==> src/hdl/pin_select_pkg.sv <==
// Shared constants for the reset pin and low port A pin selection block.
// Assumes a 32-bit Avalon-MM register bus with byte addresses.
package pin_select_pkg;

  // Register byte offsets
  localparam int unsigned    ADDR_W          = 5;
  localparam logic [4:0]     OFS_DIR         = 5'h00;
  localparam logic [4:0]     OFS_DATA_OUT    = 5'h04;
  localparam logic [4:0]     OFS_DATA_IN     = 5'h08;
  localparam logic [4:0]     OFS_FUNC_SEL    = 5'h0C;
  localparam logic [4:0]     OFS_RST_PIN_CFG = 5'h10;
  localparam logic [4:0]     OFS_FAULT_MAP   = 5'h14;
  localparam logic [4:0]     OFS_STATUS      = 5'h18;
  localparam logic [4:0]     OFS_SW_RESET    = 5'h1C;

  // Widths and field positions
  localparam int unsigned    LOW_PINS        = 5;
  localparam int unsigned    PULSE_CH        = 6;
  localparam int unsigned    FUNC_W          = 2;
  localparam int unsigned    TIMER_PIN       = 4;
  localparam int unsigned    RST_PIN_BIT     = 7;
  localparam logic [7:0]     PORT_MASK       = 8'h9F;
  localparam int unsigned    CFG_GPIO_BIT    = 0;
  localparam int unsigned    SW_RESET_BIT    = 0;
  localparam int unsigned    ST_FAULT_BIT    = 0;
  localparam int unsigned    ST_PIN_LVL_BIT  = 1;
  localparam int unsigned    ST_CAUSE_LSB    = 4;
  localparam int unsigned    CAUSE_W         = 4;

  // Reset values
  localparam logic [7:0]     DIR_RST         = 8'h00;
  localparam logic [7:0]     DATA_OUT_RST    = 8'h00;
  localparam logic [5:0]     FAULT_MAP_RST   = 6'h00;
  localparam logic           CFG_GPIO_RST    = 1'b0;
  localparam logic [3:0]     CAUSE_RST       = 4'h1;

  // Timing: internal clocks that reset stays asserted after all sources go away
  localparam int unsigned    RESET_HOLD_CYCLES = 32;

  // Cause bits inside the cause field
  localparam int unsigned    CAUSE_POR       = 0;
  localparam int unsigned    CAUSE_PIN       = 1;
  localparam int unsigned    CAUSE_WDOG      = 2;
  localparam int unsigned    CAUSE_SW        = 3;

  typedef enum logic [1:0] {
    FUNC_GPIO,
    FUNC_PULSE,
    FUNC_TIMER,
    FUNC_FAULT
  } pin_func_t;

endpackage

==> src/hdl/reset_stretch.sv <==
// Internal reset generator: holds reset while any source is active, then
// a fixed number of clocks more. Assumes req_i is synchronous to clk_i.
`timescale 1ns/10ps
`default_nettype none

module reset_stretch #(
  parameter int unsigned HOLD_CYCLES = pin_select_pkg::RESET_HOLD_CYCLES
) (
  // Clock and power-on reset
  input  wire logic clk_i,
  input  wire logic arst_n_i,
  // Reset request and stretched reset
  input  wire logic req_i,
  output logic      rst_n_o
);
  import pin_select_pkg::*;

  localparam int unsigned CNT_W = $clog2(HOLD_CYCLES + 1);
  localparam logic [CNT_W-1:0] CNT_LAST = CNT_W'(HOLD_CYCLES - 1);

  logic [CNT_W-1:0] cnt_r;

  // Release is counted in clocks, so deassertion is synchronous
  always_ff @(posedge clk_i or negedge arst_n_i) begin
    if (!arst_n_i) begin
      cnt_r   <= '0;
      rst_n_o <= 1'b0;
    end else if (req_i) begin
      cnt_r   <= '0;
      rst_n_o <= 1'b0;
    end else if (!rst_n_o) begin
      if (cnt_r == CNT_LAST) begin
        rst_n_o <= 1'b1;
      end else begin
        cnt_r <= cnt_r + CNT_W'(1);
      end
    end
  end

endmodule

`default_nettype wire

==> src/hdl/reset_and_port_a_pin_select.sv <==
// Pin function selection for the shared reset pin and port A bits 0..4,
// with the chip reset sequencer behind the reset pin.
// Assumes pad levels and peripheral signals are synchronous to clk_i and
// that pads resolve each pin from its output and active-low output enable.
`timescale 1ns/10ps
`default_nettype none

module reset_and_port_a_pin_select #(
  parameter int unsigned HOLD_CYCLES  = pin_select_pkg::RESET_HOLD_CYCLES,
  parameter logic        FAULT_ACTIVE = 1'b1
) (
  // Clock and power-on reset
  input  wire logic                               clk_i,
  input  wire logic                               arst_n_i,
  // Avalon-MM slave
  input  wire logic [pin_select_pkg::ADDR_W-1:0]  avs_address_i,
  input  wire logic                               avs_read_i,
  input  wire logic                               avs_write_i,
  input  wire logic [31:0]                        avs_writedata_i,
  input  wire logic [3:0]                         avs_byteenable_i,
  output logic      [31:0]                        avs_readdata_o,
  output logic                                    avs_waitrequest_o,
  // Reset pin, shared with port A bit 7
  input  wire logic                               reset_pin_port_bit_i,
  output logic                                    reset_pin_port_bit_o,
  output logic                                    reset_pin_port_bit_oe_n_o,
  // Other reset sources and the internal reset
  input  wire logic                               watchdog_reset_i,
  output logic                                    sys_rst_n_o,
  // Port A bits 0..4 pads
  input  wire logic [pin_select_pkg::LOW_PINS-1:0] port_a_pin_i,
  output logic      [pin_select_pkg::LOW_PINS-1:0] port_a_pin_o,
  output logic      [pin_select_pkg::LOW_PINS-1:0] port_a_pin_oe_n_o,
  // Pulse generator side
  input  wire logic [pin_select_pkg::PULSE_CH-1:0] pulse_out_i,
  output logic      [pin_select_pkg::PULSE_CH-1:0] pulse_fault_o,
  // Timer A channel 2 side
  input  wire logic                               timer_a_channel_two_out_i,
  input  wire logic                               timer_a_channel_two_oe_i,
  output logic                                    timer_a_channel_two_in_o,
  // Fault input one as seen by the pulse generator
  output logic                                    offchip_fault_input_one_o
);
  import pin_select_pkg::*;

  // Configuration state
  logic [7:0]              dir_r;
  logic [7:0]              data_out_r;
  logic [7:0]              data_in_r;
  pin_func_t               func_r [LOW_PINS];
  logic                    cfg_gpio_r;
  logic [PULSE_CH-1:0]     fault_map_r;
  logic                    fault_st_r;
  logic [CAUSE_W-1:0]      cause_r;
  logic                    sw_rst_r;

  // Bus helpers
  logic                    bus_req;
  logic                    commit;
  logic [31:0]             rd_word;
  logic [31:0]             wmerge;

  // Reset and fault helpers
  logic                    pin_rst_req;
  logic                    rst_req;
  logic                    fault_raw;
  logic [CAUSE_W-1:0]      cause_set;
  logic [CAUSE_W-1:0]      cause_clr;

  // Reset sequencing

  // The pin counts as a reset source only in its reset role
  assign pin_rst_req = !cfg_gpio_r && !reset_pin_port_bit_i;
  assign rst_req     = pin_rst_req || watchdog_reset_i || sw_rst_r;

  reset_stretch #(
    .HOLD_CYCLES (HOLD_CYCLES)
  ) u_reset_stretch (
    .clk_i    (clk_i),
    .arst_n_i (arst_n_i),
    .req_i    (rst_req),
    .rst_n_o  (sys_rst_n_o)
  );

  // Avalon-MM slave: one wait state on every access

  assign bus_req = avs_read_i || avs_write_i;
  assign commit  = avs_write_i && !avs_waitrequest_o;

  always_ff @(posedge clk_i or negedge arst_n_i) begin
    if (!arst_n_i) begin
      avs_waitrequest_o <= 1'b1;
    end else if (bus_req && avs_waitrequest_o) begin
      avs_waitrequest_o <= 1'b0;
    end else begin
      avs_waitrequest_o <= 1'b1;
    end
  end

  always_ff @(posedge clk_i or negedge arst_n_i) begin
    if (!arst_n_i) begin
      avs_readdata_o <= 32'h0000_0000;
    end else if (avs_read_i && avs_waitrequest_o) begin
      avs_readdata_o <= rd_word;
    end
  end

  // Readback of the addressed register; unmapped addresses read zero
  always_comb begin
    rd_word = 32'h0000_0000;
    case (avs_address_i)
      OFS_DIR:      rd_word[7:0] = dir_r & PORT_MASK;
      OFS_DATA_OUT: rd_word[7:0] = data_out_r & PORT_MASK;
      OFS_DATA_IN:  rd_word[7:0] = data_in_r & PORT_MASK;
      OFS_FUNC_SEL: begin
        for (int k = 0; k < LOW_PINS; k++) begin
          rd_word[FUNC_W*k +: FUNC_W] = func_r[k];
        end
      end
      OFS_RST_PIN_CFG: rd_word[CFG_GPIO_BIT] = cfg_gpio_r;
      OFS_FAULT_MAP:   rd_word[PULSE_CH-1:0] = fault_map_r;
      OFS_STATUS: begin
        rd_word[ST_FAULT_BIT]                  = fault_st_r;
        rd_word[ST_PIN_LVL_BIT]                = data_in_r[RST_PIN_BIT];
        rd_word[ST_CAUSE_LSB +: CAUSE_W]       = cause_r;
      end
      default: rd_word = 32'h0000_0000;
    endcase
  end

  // Byte lanes not enabled keep the register's present contents, except status lane 0, whose set cause bits are cleared
  always_comb begin
    wmerge = rd_word;
    for (int b = 0; b < 4; b++) begin
      if (avs_byteenable_i[b]) begin
        wmerge[8*b +: 8] = avs_writedata_i[8*b +: 8];
      end
    end
  end

  // Configuration registers, cleared by power-on and internal reset

  // Direction, one independent bit per pin
  always_ff @(posedge clk_i or negedge arst_n_i) begin
    if (!arst_n_i) begin
      dir_r <= DIR_RST;
    end else if (!sys_rst_n_o) begin
      dir_r <= DIR_RST;
    end else if (commit && avs_address_i == OFS_DIR) begin
      dir_r <= wmerge[7:0] & PORT_MASK;
    end
  end

  always_ff @(posedge clk_i or negedge arst_n_i) begin
    if (!arst_n_i) begin
      data_out_r <= DATA_OUT_RST;
    end else if (!sys_rst_n_o) begin
      data_out_r <= DATA_OUT_RST;
    end else if (commit && avs_address_i == OFS_DATA_OUT) begin
      data_out_r <= wmerge[7:0] & PORT_MASK;
    end
  end

  // Function selects held here, not in the peripherals
  always_ff @(posedge clk_i or negedge arst_n_i) begin
    if (!arst_n_i) begin
      for (int k = 0; k < LOW_PINS; k++) begin
        func_r[k] <= FUNC_GPIO;
      end
    end else if (!sys_rst_n_o) begin
      for (int k = 0; k < LOW_PINS; k++) begin
        func_r[k] <= FUNC_GPIO;
      end
    end else if (commit && avs_address_i == OFS_FUNC_SEL) begin
      for (int k = 0; k < LOW_PINS; k++) begin
        func_r[k] <= pin_func_t'(wmerge[FUNC_W*k +: FUNC_W]);
      end
    end
  end

  // Reset pin role: any reset brings it back to reset input
  always_ff @(posedge clk_i or negedge arst_n_i) begin
    if (!arst_n_i) begin
      cfg_gpio_r <= CFG_GPIO_RST;
    end else if (!sys_rst_n_o) begin
      cfg_gpio_r <= CFG_GPIO_RST;
    end else if (commit && avs_address_i == OFS_RST_PIN_CFG) begin
      cfg_gpio_r <= wmerge[CFG_GPIO_BIT];
    end
  end

  // Pulse channels that fault input one shuts off
  always_ff @(posedge clk_i or negedge arst_n_i) begin
    if (!arst_n_i) begin
      fault_map_r <= FAULT_MAP_RST;
    end else if (!sys_rst_n_o) begin
      fault_map_r <= FAULT_MAP_RST;
    end else if (commit && avs_address_i == OFS_FAULT_MAP) begin
      fault_map_r <= wmerge[PULSE_CH-1:0];
    end
  end

  // Software reset request, one clock wide
  always_ff @(posedge clk_i or negedge arst_n_i) begin
    if (!arst_n_i) begin
      sw_rst_r <= 1'b0;
    end else begin
      sw_rst_r <= commit && avs_address_i == OFS_SW_RESET && wmerge[SW_RESET_BIT];
    end
  end

  // Reset cause, sticky across internal reset; write one to clear, set wins
  assign cause_set = {sw_rst_r, watchdog_reset_i, pin_rst_req, 1'b0};
  assign cause_clr = (commit && avs_address_i == OFS_STATUS) ?
                     wmerge[ST_CAUSE_LSB +: CAUSE_W] : '0;

  always_ff @(posedge clk_i or negedge arst_n_i) begin
    if (!arst_n_i) begin
      cause_r <= CAUSE_RST;
    end else begin
      cause_r <= (cause_r & ~cause_clr) | cause_set;
    end
  end

  // Input routing

  assign fault_raw = (func_r[TIMER_PIN] == FUNC_FAULT) &&
                     (port_a_pin_i[TIMER_PIN] == FAULT_ACTIVE);

  always_ff @(posedge clk_i or negedge arst_n_i) begin
    if (!arst_n_i) begin
      data_in_r <= 8'h00;
    end else begin
      data_in_r              <= {3'h0, port_a_pin_i};
      data_in_r[RST_PIN_BIT] <= reset_pin_port_bit_i;
    end
  end

  always_ff @(posedge clk_i or negedge arst_n_i) begin
    if (!arst_n_i) begin
      fault_st_r                <= 1'b0;
      offchip_fault_input_one_o <= 1'b0;
      pulse_fault_o             <= '0;
    end else begin
      fault_st_r                <= fault_raw;
      offchip_fault_input_one_o <= fault_raw;
      pulse_fault_o             <= fault_raw ? fault_map_r : '0;
    end
  end

  // Timer sees the pad only while bit 4 is in its timer role
  always_ff @(posedge clk_i or negedge arst_n_i) begin
    if (!arst_n_i) begin
      timer_a_channel_two_in_o <= 1'b0;
    end else begin
      timer_a_channel_two_in_o <= (func_r[TIMER_PIN] == FUNC_TIMER) &&
                                  port_a_pin_i[TIMER_PIN];
    end
  end

  // Output drivers, one per low port A pin

  // Timer and fault codes are only meaningful on bit 4; elsewhere they act as GPIO
  for (genvar k = 0; k < LOW_PINS; k++) begin : g_pin
    always_ff @(posedge clk_i or negedge arst_n_i) begin
      if (!arst_n_i) begin
        port_a_pin_o[k]      <= 1'b0;
        port_a_pin_oe_n_o[k] <= 1'b1;
      end else begin
        unique case (func_r[k])
          FUNC_PULSE: begin
            port_a_pin_o[k]      <= pulse_out_i[k] && !(fault_raw && fault_map_r[k]);
            port_a_pin_oe_n_o[k] <= 1'b0;
          end
          FUNC_TIMER: begin
            if (k == TIMER_PIN) begin
              port_a_pin_o[k]      <= timer_a_channel_two_out_i;
              port_a_pin_oe_n_o[k] <= !timer_a_channel_two_oe_i;
            end else begin
              port_a_pin_o[k]      <= data_out_r[k];
              port_a_pin_oe_n_o[k] <= !dir_r[k];
            end
          end
          FUNC_FAULT: begin
            if (k == TIMER_PIN) begin
              port_a_pin_o[k]      <= 1'b0;
              port_a_pin_oe_n_o[k] <= 1'b1;
            end else begin
              port_a_pin_o[k]      <= data_out_r[k];
              port_a_pin_oe_n_o[k] <= !dir_r[k];
            end
          end
          FUNC_GPIO: begin
            port_a_pin_o[k]      <= data_out_r[k];
            port_a_pin_oe_n_o[k] <= !dir_r[k];
          end
        endcase
      end
    end
  end

  // Reset pin as GPIO can only pull low, never drive high
  always_ff @(posedge clk_i or negedge arst_n_i) begin
    if (!arst_n_i) begin
      reset_pin_port_bit_o      <= 1'b0;
      reset_pin_port_bit_oe_n_o <= 1'b1;
    end else begin
      reset_pin_port_bit_o      <= 1'b0;
      reset_pin_port_bit_oe_n_o <= !(cfg_gpio_r && dir_r[RST_PIN_BIT] &&
                                     !data_out_r[RST_PIN_BIT]);
    end
  end

endmodule

`default_nettype wire

==> config.mk <==
export PLATFORM = sky130hd
export DESIGN_NAME = reset_and_port_a_pin_select
export DESIGN_NICKNAME = d
export VERILOG_FILES = /design/src/hdl/pin_select_pkg.sv /design/src/hdl/reset_stretch.sv /design/src/hdl/reset_and_port_a_pin_select.sv
export SDC_FILE = /design/constraint.sdc
export NUM_CORES = 1
export LEC_CHECK = 0
export BUFFER_PORTS_ARGS = -buffer_cell sky130_fd_sc_hd__buf_2
export CAP_MARGIN = 20
export CORE_MARGIN = 1
export CORE_UTILIZATION = 52
export DETAILED_ROUTE_END_ITERATION = 7
export MAX_ROUTING_LAYER = met4
export PLACE_DENSITY = 0.84
export SYNTH_ARGS = -nofsm -noshare
export SYNTH_HDL_FRONTEND = slang
export SYNTH_SLANG_ARGS = --single-unit
==> constraint.sdc <==
create_clock -name clk_i -period 1.7 [get_ports clk_i]
set_input_delay 0.255 -clock clk_i [delete_from_list [all_inputs] [get_ports clk_i]]
set_output_delay 0.255 -clock clk_i [all_outputs]
set_load 0.02 [all_outputs]
==> impl_metrics.tcl <==
set metrics [dict create \
    status "finished, final reports clean" \
    synth.largest_area_cell "dfrtp_1" \
    drv_cap 0 \
    syn_avg_cell_area_um2 10.1 \
    grt_usage 0.283 \
    clk_path_buf_depth 2 \
    hold_viol_final 0 \
    finalSetupViolations 0 \
    power_density_mw_per_mm2 765 \
    wl_met1_mm 4.09 \
    initial_core_util 0.552 \
    io_buffers 65 \
    htree_levels 3 \
    drc_errors 0 \
    top_layer "met4" \
    via_per_inst 5.76 \
    clock-sinks 77 \
    fin_skew_ns 0.00953 \
    tritoncts "yes" \
    nNetsFinal 554 \
    ys_async_sr_fraction 1.00 \
    dpl-instance-area_mm2 0.00455 \
    fin_crit_ns 1.61 \
    first_global_vias 3161 \
    wl_mm 10.1 \
    area_growth_pct 24.4 \
    cp.required_ns 1.89 \
    via_count 3424 \
    postLayoutCoreUtil 0.687 \
    antenna_found_initial 0 \
    yosysUniqueCellTypes 60 \
    timing.fmax_mhz 622 \
    synth_area_leaders "dfrtp_1, dfstp_2, buf_4" \
    ir_drop_mv 0.429 \
    yosysMostFrequentCell "dfrtp_1" \
    fin_crit_sh 0.946 \
    dp_hpwl_mm 7.50 \
    rows 30 \
    placed_cells 577 \
    clockRootBuffer "clkbuf_8" \
    clock_latency_ns 0.34 \
    wl_per_cell_um 17.0 \
    grt_overflow 0 \
    core-area_mm2 0.00694 \
    cts_made_buffers 9 \
    final_area_mm2 0.00477 \
    drv_slew 0 \
    worstPathMaxFanout 6 \
    synth-edff-count 0 \
    max_slew_margin 0.620 \
    antenna_cells 0 \
    layout-drive-gt1-share 0.321 \
    synthFlopType "dfrtp_1" \
    yosysTopAreaCellShare 0.450 \
    ys_seq_area_frac 0.505 \
    drt_pass1_iterations 5 \
    synth_cells 380 \
    yosys_warnings 0 \
    grt_max_degree 78 \
    worstPathArrival_ns 1.80 \
    startpoint_type "flip-flop" \
    hold_class "in -> reg" \
    grt_pass1_wl_mm 15.7 \
    rsz0062_at_grt "no" \
    syn_area_mm2 0.00383 \
    wl_met3_um 872 \
    die_w_um 87.9 \
    postRouteAntennaNets 0 \
    place_congestion 0.964 \
    io_pins 114 \
    endpoint_kind "flip-flop" \
    worst_pin_slew_ns 0.569 \
    clk_pin_slew_ns 0.07 \
    power.leakage_nw 2.27 \
    fin_cells 594 \
    synth_common_cells "dfrtp_1, nand3_1, nand2_1, buf_4, o21ai_0" \
    crit_type "reg -> reg" \
    die_h_um 87.9 \
    ys_ff_latch 77 \
    drt_iter0_drc 279 \
    dieArea_mm2 0.00772 \
    wl_met2_mm 4.94 \
]
==> worst paths after layout <==
| kind | start | to | slack (ns) | cells after the start |
|---|---|---|---|---|
| worst max-delay path | avs_waitrequest_o$_DFF_PN1_ | data_out_r[3]$_DFFE_PN0P_ | 0.09 | 7 |
| worst min-delay path | port_a_pin_i[1] | data_in_r[1]$_DFF_PN0_ | 0.01 | 1 |
| worst max register to register | avs_waitrequest_o$_DFF_PN1_ | data_out_r[3]$_DFFE_PN0P_ | 0.09 | 7 |
| worst min register to register | dir_r[2]$_DFFE_PN0P_ | port_a_pin_oe_n_o[2]$_DFF_PN1_ | 0.42 | 1 |
| max in group asynchronous | arst_n_i | cause_r[0]$_DFF_PN1_ | 0.89 | 3 |
| min in group asynchronous | arst_n_i | avs_readdata_o[2]$_DFFE_PN0P_ | 0.47 | 3 |
==> cell usage in the layout (no fill, tap or decap), types with 3 or more instances in the layout <==
| cell type | n |
|---|---|
| dfrtp_1 | 69 |
| o22ai_1 | 4 |
| o211ai_1 | 5 |
| nor2_2 | 3 |
| dfstp_2 | 8 |
| and2_1 | 6 |
| nor3_1 | 6 |
| o31ai_1 | 9 |
| nor2b_1 | 5 |
| nand2b_1 | 8 |
| mux2i_1 | 15 |
| buf_4 | 55 |
| conb_1 | 23 |
| o311a_1 | 4 |
| nand2_1 | 31 |
| mux2_2 | 4 |
| a31oi_1 | 3 |
| inv_1 | 14 |
| and3_1 | 7 |
| clkbuf_8 | 11 |
| buf_2 | 64 |
| o21ai_0 | 21 |
| a21oi_1 | 14 |
| nand3_1 | 32 |
| nor2_1 | 18 |
| or3_1 | 4 |
| o221ai_1 | 4 |
==> routing by layer <==
layer / vias up / track usage
met5: - / -
li1: 1546 / -
met3: 26 / 0.0509
met4: 0 / 0.0879
met1: 1646 / 0.369
met2: 206 / 0.450
==> layout make-up <==
type	count	area, um^2
fill	532	2170
sequential	77	1940
multi-input combinational	269	1670
timing repair buffer	122	783
clock buffer	12	155
tap	96	120
inverter	14	52.6
clock inverter	4	47.5
==> worst max-delay path, cell delays in order, from the launching register on <==
cell and delay, ns:
dfstp_2 0.57, nand4bb_1 0.14, buf_4 0.15, nor2_2 0.05
buf_4 0.14, buf_4 0.14, o21ai_0 0.19, a21oi_1 0.08
==> stage by stage <==
stage	power (W)	setup TNS [ns]	hold slack, ns	setup slack (ns)
2_1_floorplan	0.00213	0	-0.0406	0.108
4_1_cts	0.00367	0	0.00326	0.101
3_3_place_gp	0.00226	-1.19	0.299	-0.108
6_report	0.00365	0	0.0140	0.0914
5_1_grt	0.00379	0	0.00370	0.0494
3_5_place_dp	0.00228	-1.97	0.308	-0.158
==> cell families after synthesis <==
kind of cell	synth area share
compound gates	0.156
xor+xnor	0.00457
fa+ha+maj	0.00326
buf+inv	0.0825
flops	0.505
mux	0.0509
other cells	0.000978
simple gates	0.197
==> state kept, by name (all words and copies together) (netlist names) <==
signal and flops:
avs_readdata_o 10, avs_waitrequest_o 1, cause_r 4, cfg_gpio_r 1, data_in_r 6, data_out_r 6
dir_r 6, fault_map_r 6, fault_st_r 1, func_r 10, port_a_pin_o 5, port_a_pin_oe_n_o 5
pulse_fault_o 6, reset_pin_port_bit_oe_n_o 1, sw_rst_r 1, timer_a_channel_two_in_o 1, u_reset_stretch.cnt_r 6, u_reset_stretch.rst_n_o 1
==> repair_timing <==
| action | CTS | global route |
|---|---|---|
| hold endpoints to repair | 69 | 0 |
| setup buffers | 0 | 0 |
| hold buffers | 1 | 0 |
| resized for setup | 0 | 2 |
| setup endpoints to repair | 0 | 3 |
==> where the power goes <==
part           leakage [nW]  total (W)  switching [W]  internal [W]
logic                  1.15   0.000371       0.000232      0.000139
clock network         0.102    0.00140       0.000645      0.000754
registers              1.02    0.00188      0.0000190       0.00186
(Power assumes the default switching activity.)
